**config.mk**
```make
export PLATFORM = sky130hd
export DESIGN_NAME = acsi_device_flat
export DESIGN_NICKNAME = d
export VERILOG_FILES = /design/src/acsi_pkg.sv /design/src/acsi_if.sv /design/src/acsi_device.sv /design/src/flat_wrapper.sv
export VERILOG_INCLUDE_DIRS = /design/src /design/src/src
export SDC_FILE = /design/constraint.sdc
export NUM_CORES = 1
export LEC_CHECK = 0
export ABC_AREA = 1
export BUFFER_PORTS_ARGS = -buffer_cell sky130_fd_sc_hd__buf_2
export CORE_ASPECT_RATIO = 1.4
export CORE_MARGIN = 3
export CORE_UTILIZATION = 50
export CTS_CLUSTER_DIAMETER = 60
export CTS_CLUSTER_SIZE = 10
export DETAILED_ROUTE_END_ITERATION = 8
export MAX_ROUTING_LAYER = met4
export PLACE_DENSITY = 0.69
export RECOVER_POWER = 50
export SLEW_MARGIN = 20
export SYNTH_ARGS = -nofsm -noshare
export SYNTH_HDL_FRONTEND = slang
export SYNTH_SLANG_ARGS = --single-unit
```
**constraint.sdc**
```tcl
create_clock -name clock -period 2 [get_ports clock]
set_clock_uncertainty 0.1 [all_clocks]
set_input_delay 0.2 -clock clock [delete_from_list [all_inputs] [get_ports clock]]
set_output_delay 0.2 -clock clock [all_outputs]
set_load 0.05 [all_outputs]
```
**src/acsi_cfg.svh**
```systemverilog
// acsi_cfg.svh: offsets, field positions, reset values and timing counts
// assumes: included by the package and both ends by bare name
`ifndef ACSI_CFG_SVH
`define ACSI_CFG_SVH

`define ACSI_ADDR_W          7
`define ACSI_DATA_W          32
`define ACSI_CHAN_W          5
`define ACSI_SEQ_ADDR_W      1
`define ACSI_SLOTS           64
`define ACSI_SAMPLE_W        12
`define ACSI_OFF_CMD         7'h00
`define ACSI_OFF_IER         7'h40
`define ACSI_OFF_ISR         7'h41
`define ACSI_OFF_EVT         7'h42
`define ACSI_OFF_THR         7'h43
`define ACSI_BIT_RUN         0
`define ACSI_BIT_EOP         0
`define ACSI_IER_RST         1'h1
`define ACSI_CHAN_TEMP       5'h11
`define ACSI_CHAN_LAST       5'h11
`define ACSI_MIN_CLK_KHZ     25000
`define ACSI_CLK_KHZ         20000

`endif

```
**src/acsi_pkg.sv**
```systemverilog
// acsi_pkg.sv: shared types of the side interfaces
// assumes: acsi_cfg.svh on the include path
`include "acsi_cfg.svh"
package acsi_pkg;
  typedef logic [`ACSI_CHAN_W-1:0]  acsi_chan_t;
  typedef logic [`ACSI_ADDR_W-1:0]  acsi_addr_t;
  typedef logic [`ACSI_DATA_W-1:0]  acsi_word_t;
  typedef logic [`ACSI_SAMPLE_W-1:0] acsi_sample_t;
  typedef enum logic {ACSI_BELOW_MIN, ACSI_ABOVE_MAX} acsi_viol_t;
  typedef enum {ACSI_H_IDLE, ACSI_H_READ_ISR, ACSI_H_CLEAR} acsi_host_state_t;
endpackage : acsi_pkg

```
**src/acsi_if.sv**
```systemverilog
// acsi_if.sv: threshold stream, register slave port and interrupt between ends
// assumes: both ends share clock and sys_rst
`timescale 1ns/1ns
`default_nettype none
interface acsi_if;
  import acsi_pkg::*;
  logic        thrValid;
  acsi_chan_t  thrChannel;
  acsi_viol_t  thrType;
  acsi_addr_t  regAddress;
  logic        regRead;
  logic        regWrite;
  acsi_word_t  regWriteData;
  acsi_word_t  regReadData;
  logic        irq;
  modport device (output thrValid, output thrChannel, output thrType,
                  input regAddress, input regRead, input regWrite, input regWriteData,
                  output regReadData, output irq);
  modport host   (input thrValid, input thrChannel, input thrType,
                  output regAddress, output regRead, output regWrite, output regWriteData,
                  input regReadData, input irq);
endinterface : acsi_if
`default_nettype wire

```
**src/acsi_device.sv**
```systemverilog
// acsi_device.sv: converter controller end with threshold stream, register slave, irq
// assumes: one clock for all micro cores, release of sys_rst synchronous to it
// limitation: slots hold one 12-bit sample; the command mode field is not modelled
// limitation: irq is a level, it stays up until the flag is cleared or masked
//
// Overview of operation
// - threshold stream has no ready, never stalls
// - 5-bit channel: 0..16 inputs, 17 temperature
// - violation type: 1 above max, 0 below min
// - register slave: read/write strobes, 32-bit data
// - word addresses: 7 bits store, 1 bit sequencer
// - one single-bit interrupt request output
// - one peripheral clock, at least 25 MHz (ACSI_CLK_KHZ and the testbench clock give 20 MHz)
// - one reset clears all micro cores (the sample store has no reset)
// - reset released synchronously by its source
// - converter clock from dedicated pll output zero
// - irq only when flag and enable both set
`include "acsi_cfg.svh"
`timescale 1ns/1ns
`default_nettype none
module acsi_device #(
  parameter int SLOTS = `ACSI_SLOTS
) (
  input  wire logic          clock,
  input  wire logic          sys_rst,
  acsi_if.device             bus,
  input  wire logic          sampleValid,
  input  wire acsi_pkg::acsi_chan_t   sampleChannel,
  input  wire acsi_pkg::acsi_sample_t sampleData,
  input  wire logic          sampleEnd,
  output logic               runLevel
);
  import acsi_pkg::*;

  // ----------------------------------------
  // decode
  // ----------------------------------------
  function automatic logic hit(acsi_addr_t a, acsi_addr_t off);
    return a == off;
  endfunction : hit

  // sequencer sits at word 0 of its own 1-bit space; folded here
  logic wrCmd, wrIer, wrIsr, wrThr;
  assign wrCmd = bus.regWrite && hit(bus.regAddress, `ACSI_OFF_CMD);
  assign wrIer = bus.regWrite && hit(bus.regAddress, `ACSI_OFF_IER);
  assign wrIsr = bus.regWrite && hit(bus.regAddress, `ACSI_OFF_ISR);
  assign wrThr = bus.regWrite && hit(bus.regAddress, `ACSI_OFF_THR);

  // ----------------------------------------
  // state
  // ----------------------------------------
  acsi_sample_t store [SLOTS];
  logic [5:0]   slot_q, slot_d;
  logic         run_q, run_d;
  logic         ier_q, ier_d;
  logic         eop_q, eop_d;
  acsi_sample_t maxThr_q, maxThr_d, minThr_q, minThr_d;
  logic         tv_q, tv_d;
  acsi_chan_t   tc_q, tc_d;
  acsi_viol_t   tt_q, tt_d;
  logic [15:0]  evCnt_q, evCnt_d;
  acsi_word_t   rd_q, rd_d;
  logic         aboveMax, belowMin, chanOk;
  logic         storeWe;

  // codes 18..31 are unused: such samples are stored but never flagged
  assign chanOk   = sampleChannel <= `ACSI_CHAN_LAST;
  // with max below min both tests may pass; above max is then reported
  assign aboveMax = sampleData > maxThr_q;
  assign belowMin = sampleData < minThr_q;
  assign storeWe  = !sys_rst && sampleValid && run_q;

  // ----------------------------------------
  // register group: run, enable, status, thresholds
  // ----------------------------------------
  always_comb begin
    run_d    = run_q;
    ier_d    = ier_q;
    eop_d    = eop_q;
    maxThr_d = maxThr_q;
    minThr_d = minThr_q;
    if (wrCmd) begin
      run_d = bus.regWriteData[`ACSI_BIT_RUN];
    end
    if (wrIer) begin
      ier_d = bus.regWriteData[`ACSI_BIT_EOP];
    end
    if (wrThr) begin
      maxThr_d = bus.regWriteData[27:16];
      minThr_d = bus.regWriteData[11:0];
    end
    // write-one clears; a packet end in the same cycle wins
    if (wrIsr && bus.regWriteData[`ACSI_BIT_EOP]) begin
      eop_d = 1'b0;
    end
    if (sampleValid && run_q && sampleEnd) begin
      eop_d = 1'b1;
    end
  end

  // ----------------------------------------
  // sample path: slot pointer and threshold stream
  // ----------------------------------------
  always_comb begin
    slot_d  = slot_q;
    evCnt_d = evCnt_q;
    tv_d    = 1'b0;
    tc_d    = tc_q;
    tt_d    = tt_q;
    if (sampleValid && run_q) begin
      slot_d = sampleEnd ? 6'h00 : slot_q + 6'h01;
      if (chanOk && (aboveMax || belowMin)) begin
        tv_d    = 1'b1;
        tc_d    = sampleChannel;
        tt_d    = aboveMax ? ACSI_ABOVE_MAX : ACSI_BELOW_MIN;
        evCnt_d = evCnt_q + 16'h0001;
      end
    end
  end

  always_comb begin
    rd_d = '0;
    if (bus.regRead) begin
      if (bus.regAddress < 7'(SLOTS)) begin
        rd_d = acsi_word_t'(store[bus.regAddress[5:0]]);
      end else if (hit(bus.regAddress, `ACSI_OFF_IER)) begin
        rd_d = acsi_word_t'(ier_q);
      end else if (hit(bus.regAddress, `ACSI_OFF_ISR)) begin
        rd_d = acsi_word_t'(eop_q);
      end else if (hit(bus.regAddress, `ACSI_OFF_EVT)) begin
        rd_d = acsi_word_t'(evCnt_q);
      end else if (hit(bus.regAddress, `ACSI_OFF_THR)) begin
        rd_d = {4'h0, maxThr_q, 4'h0, minThr_q};
      end else begin
        rd_d = '0;
      end
    end
  end

  // ----------------------------------------
  // registers
  // ----------------------------------------
  // single synchronous reset clears every micro core together but the sample store
  always_ff @(posedge clock) begin
    if (sys_rst) begin
      run_q    <= 1'b0;
      ier_q    <= `ACSI_IER_RST;
      eop_q    <= 1'b0;
      maxThr_q <= 12'hFFF;
      minThr_q <= 12'h000;
    end else begin
      run_q    <= run_d;
      ier_q    <= ier_d;
      eop_q    <= eop_d;
      maxThr_q <= maxThr_d;
      minThr_q <= minThr_d;
    end
  end

  always_ff @(posedge clock) begin
    if (sys_rst) begin
      slot_q   <= 6'h00;
      tv_q     <= 1'b0;
      tc_q     <= 5'h00;
      tt_q     <= ACSI_BELOW_MIN;
      evCnt_q  <= 16'h0000;
    end else begin
      slot_q   <= slot_d;
      tv_q     <= tv_d;
      tc_q     <= tc_d;
      tt_q     <= tt_d;
      evCnt_q  <= evCnt_d;
    end
  end

  // readback registered: answer one cycle after the strobe, zero otherwise
  always_ff @(posedge clock) begin
    if (sys_rst) begin
      rd_q     <= 32'h0000_0000;
    end else begin
      rd_q     <= rd_d;
    end
  end

  // ----------------------------------------
  // sample storage
  // ----------------------------------------
  // no reset here; contents undefined until written
  always_ff @(posedge clock) begin
    if (storeWe) begin
      store[slot_q] <= sampleData;
    end
  end

  // ----------------------------------------
  // outputs
  // ----------------------------------------
  // stream beats come straight from flops, so channel and type stand with valid
  assign bus.thrValid    = tv_q;
  assign bus.thrChannel  = tc_q;
  assign bus.thrType     = tt_q;
  assign bus.regReadData = rd_q;
  assign bus.irq         = eop_q & ier_q;
  assign runLevel        = run_q;
endmodule : acsi_device
`default_nettype wire

```
**src/flat_wrapper.sv**
```systemverilog
// flat-port wrapper written by rule: the top's interface ports become plain ports
module acsi_device_flat import acsi_pkg::*;
#(
  parameter int SLOTS = `ACSI_SLOTS
)
  (clock, sys_rst, sampleValid, sampleChannel, sampleData, sampleEnd, runLevel, bus_thrValid, bus_thrChannel, bus_thrType, bus_regAddress, bus_regRead, bus_regWrite, bus_regWriteData, bus_regReadData, bus_irq);
  acsi_if bus_i ();
  input  wire logic clock;
  input  wire logic sys_rst;
  input  wire logic sampleValid;
  input  wire acsi_pkg::acsi_chan_t sampleChannel;
  input  wire acsi_pkg::acsi_sample_t sampleData;
  input  wire logic sampleEnd;
  output logic runLevel;
  output wire logic [$bits(bus_i.thrValid)-1:0] bus_thrValid;
  output wire logic [$bits(bus_i.thrChannel)-1:0] bus_thrChannel;
  output wire logic [$bits(bus_i.thrType)-1:0] bus_thrType;
  input wire logic [$bits(bus_i.regAddress)-1:0] bus_regAddress;
  input wire logic [$bits(bus_i.regRead)-1:0] bus_regRead;
  input wire logic [$bits(bus_i.regWrite)-1:0] bus_regWrite;
  input wire logic [$bits(bus_i.regWriteData)-1:0] bus_regWriteData;
  output wire logic [$bits(bus_i.regReadData)-1:0] bus_regReadData;
  output wire logic [$bits(bus_i.irq)-1:0] bus_irq;
  assign bus_thrValid = bus_i.thrValid;
  assign bus_thrChannel = bus_i.thrChannel;
  assign bus_thrType = bus_i.thrType;
  assign bus_i.regAddress = bus_regAddress;
  assign bus_i.regRead = bus_regRead;
  assign bus_i.regWrite = bus_regWrite;
  assign bus_i.regWriteData = bus_regWriteData;
  assign bus_regReadData = bus_i.regReadData;
  assign bus_irq = bus_i.irq;
  acsi_device #(.SLOTS(SLOTS)) u_core (.clock(clock), .sys_rst(sys_rst), .bus(bus_i), .sampleValid(sampleValid), .sampleChannel(sampleChannel), .sampleData(sampleData), .sampleEnd(sampleEnd), .runLevel(runLevel));
endmodule
```
==> flow_metrics.tcl <==
set metrics [dict create \
    status "complete, but fails checks" \
    violations "max-capacitance violations, max-slew violations, negative setup slack" \
    clockPowerShare 0.415 \
    clockBufferDepth 3 \
    cts_root_buf "clkbuf_16" \
    cp.required_ns 2.48 \
    min_period_ns 2.10 \
    start_util 0.508 \
    timing.rr.end "u_core.evCnt_q[11]" \
    synth_top_cell_by_area "edfxtp_1" \
    min_path_cells 3 \
    grt_use_total 0.291 \
    num-nets-final 3326 \
    p_sw_mw 8.32 \
    rsz0062_at_grt "yes" \
    yosysWarnings 0 \
    final.period_utilization 1.05 \
    hp-class "input pin to flop" \
    combPwrFrac 0.062 \
    fill_cells 4960 \
    crit_start "u_core.maxThr_q[8]" \
    drt_iter0_drc 2475 \
    worstReg2RegStart "u_core.maxThr_q[8]" \
    num_rows 112 \
    wl_per_cell_um 24.2 \
    drc 0 \
    critPathKind "flop to flop" \
    ant_nets 0 \
    finalPower_mw 37.2 \
    synthArstFlopShare 0 \
    holdCritStartpoint "sys_rst" \
    reg2reg_setup_slack_ns -0.1 \
    numClockSinks 852 \
    synthTopCellsByArea "edfxtp_1 68%, nand2_1 11%, dfxtp_1 4.9%" \
    drive_gt1_frac 0.175 \
    die-area_um2 71400 \
    max_freq_ghz 0.477 \
    peakVddDrop_mv 0.834 \
    worstMarginPinSlew_ns 1.94 \
    internal-power_mw 28.9 \
    grt_pass1_vias 24257 \
    syn_area_um2 34100 \
    synth_edf_count 768 \
    via_per_inst 5.79 \
    cts_tree "built" \
    critPathCaptureType "flop" \
    arrival_ns 2.57 \
    grt_pass1_wl_mm 149 \
    synth_cells 2882 \
    cts-htree-levels 3 \
    die_y_um 315 \
    pre_cts_ws_ns -0.456 \
    dp_hpwl_mm 64.0 \
    final_cell_mix "962 x nand2_1, 768 x edfxtp_1, 169 x buf_4" \
    design.core.area_um2 67100 \
    power.leakage_nw 15.2 \
    finalMaxSlewViolations 196 \
    grt_antenna_before_repair 5 \
    ys_seq_elements 852 \
    port_buffers 90 \
    wirelength_mm 101 \
    pwr-share-seq 0.522 \
    crit_path_end "u_core.evCnt_q[11]" \
    max_cap_violations 4 \
    cts_inserted_buffers 95 \
    drt_first_pass_iters 6 \
    ys_types 42 \
    setup_viol 57 \
    io_pins 103 \
    timing_hold_violations_final 0 \
    setup_ws_ns -0.0955 \
    synth_flop_cell "edfxtp_1" \
    route.vias.total 24008 \
    die-width_um 227 \
    pwr_density_cell_nw_per_um2 893 \
    overflow 0 \
    yosysTopAreaCellShare 0.676 \
    grt_max_degree 65 \
    switching_share 0.224 \
    syn_avg_cell_area_um2 11.8 \
    mostFrequentLayoutCell "nand2_1" \
    slew_headroom -0.294 \
    clkTransAtPathRegs_ns 0.06 \
    cp-start-kind "flop" \
    crit_path_max_fanout 7 \
    ys_seq_area_frac 0.726 \
    areaGrowthSynthToFinish_pct 22.1 \
    clk_latency_ns 0.67 \
    gp_congestion 0.970 \
    r2r_cells 11 \
]
## power groups by stage
stage | Sequential (mW) | Combinational (mW) | Clock [mW]
6_report | 19.4 | 2.32 | 15.4
2_1_floorplan | 19.8 | 0.986 | 0
3_3_place_gp | 19.8 | 2.17 | 0
4_1_cts | 19.4 | 2.29 | 15.6
3_5_place_dp | 19.8 | 2.20 | 0
5_1_grt | 19.4 | 2.46 | 16.3
## what timing repair did
| item | 4_1_cts | 5_1_grt |
|---|---|---|
| cloned | 2 | 0 |
| pin swaps | 11 | 18 |
| buffers inserted | 8 | 10 |
| endpoints found under the hold margin | 62 | 0 |
| setup endpoints to repair | 54 | 205 |
| resized for setup | 27 | 25 |
| hold buffers | 41 | 0 |
## per-stage QoR
| stage | cells | instance area (um2) | util | hold WS (ns) | TNS (ns) |
|---|---|---|---|---|---|
| 2_1_floorplan | 2885 | 34500 | - | 0.199 | -140.72 |
| 3_3_place_gp | 3936 | 38100 | 0.567 | 0.316 | -12.48 |
| 3_5_place_dp | 3936 | 38100 | 0.567 | 0.327 | -13.82 |
| 4_1_cts | 4134 | 41400 | 0.617 | -0.0250 | -2.24 |
| 5_1_grt | 4149 | 41600 | 0.620 | 0.0259 | -3.97 |
| 6_report | 4149 | 41600 | 0.620 | 0.0252 | -2.58 |
## registers in the layout, indices dropped and copies added (netlist names)
signal,count
u_core.maxThr_q,12
u_core.evCnt_q,16
u_core.runLevel,1
u_core.eop_q,1
u_core.bus.thrValid,1
u_core.ier_q,1
u_core.bus.regReadData,28
u_core.bus.thrType,1
u_core.minThr_q,12
u_core.slot_q,6
u_core.store,768
u_core.bus.thrChannel,5
## area by class of cell
class	count	area, um2	area share
diodes	5	12.5	0.000300
clock buffers	138	2540	0.0610
clock inverters	9	149	0.00358
inverters	145	549	0.0132
multi-input cells	1748	8670	0.208
flip-flops and latches	852	24800	0.594
well taps	855	1070	0.0257
repair buffers	397	3910	0.0938
## logic make-up after synthesis
family / after synthesis / synth area share
simple gates: 1437 / 0.177
flops: 852 / 0.726
xor+xnor: 15 / 0.00385
other cells: 1 / 0.000110
buf+inv: 285 / 0.0366
fa+ha+maj: 25 / 0.00917
compound gates: 267 / 0.0478
## metal layers
metal	track usage	routed length [um]	vias to the layer above
li1	-	-	10792
met5	-	0	-
met3	0.0404	7310	303
met2	0.486	50800	1230
met4	0.166	6420	0
met1	0.336	36000	11683
## how the worst min path moves through the flow
stage / end / slack [ns]
final: u_core.evCnt_q[11] / 0.03
after global routing: u_core.evCnt_q[11] / 0.03
after CTS: u_core.evCnt_q[10] / -0.03
after detailed placement: u_core.maxThr_q[0] / 0.33
after global placement: u_core.maxThr_q[9] / 0.32
after floorplan: u_core.store[0][0] / 0.20
## critical path, stage by stage (launching register included)
cell and delay [ns]:
dfxtp_2 0.32, inv_2 0.05, ha_4 0.24, nand4_1 0.18, nor3_4 0.25, nand3_2 0.13, o21ai_4 0.19, nand2_4 0.09
nand2_4 0.11, buf_8 0.14, nand2_2 0.06, a21oi_2 0.13
## cells in the mapped netlist, drive strengths merged, types with 25 or more instances
| master | count |
|---|---|
| nand2 | 974 |
| edfxtp | 768 |
| nor2 | 171 |
| inv | 144 |
| nand3 | 142 |
| nand4 | 129 |
| a21oi | 125 |
| buf | 105 |
| dfxtp | 84 |
| a22oi | 75 |
| clkbuf | 35 |
| ha | 25 |
No activity file was read; power rests on OpenSTA's default activity.
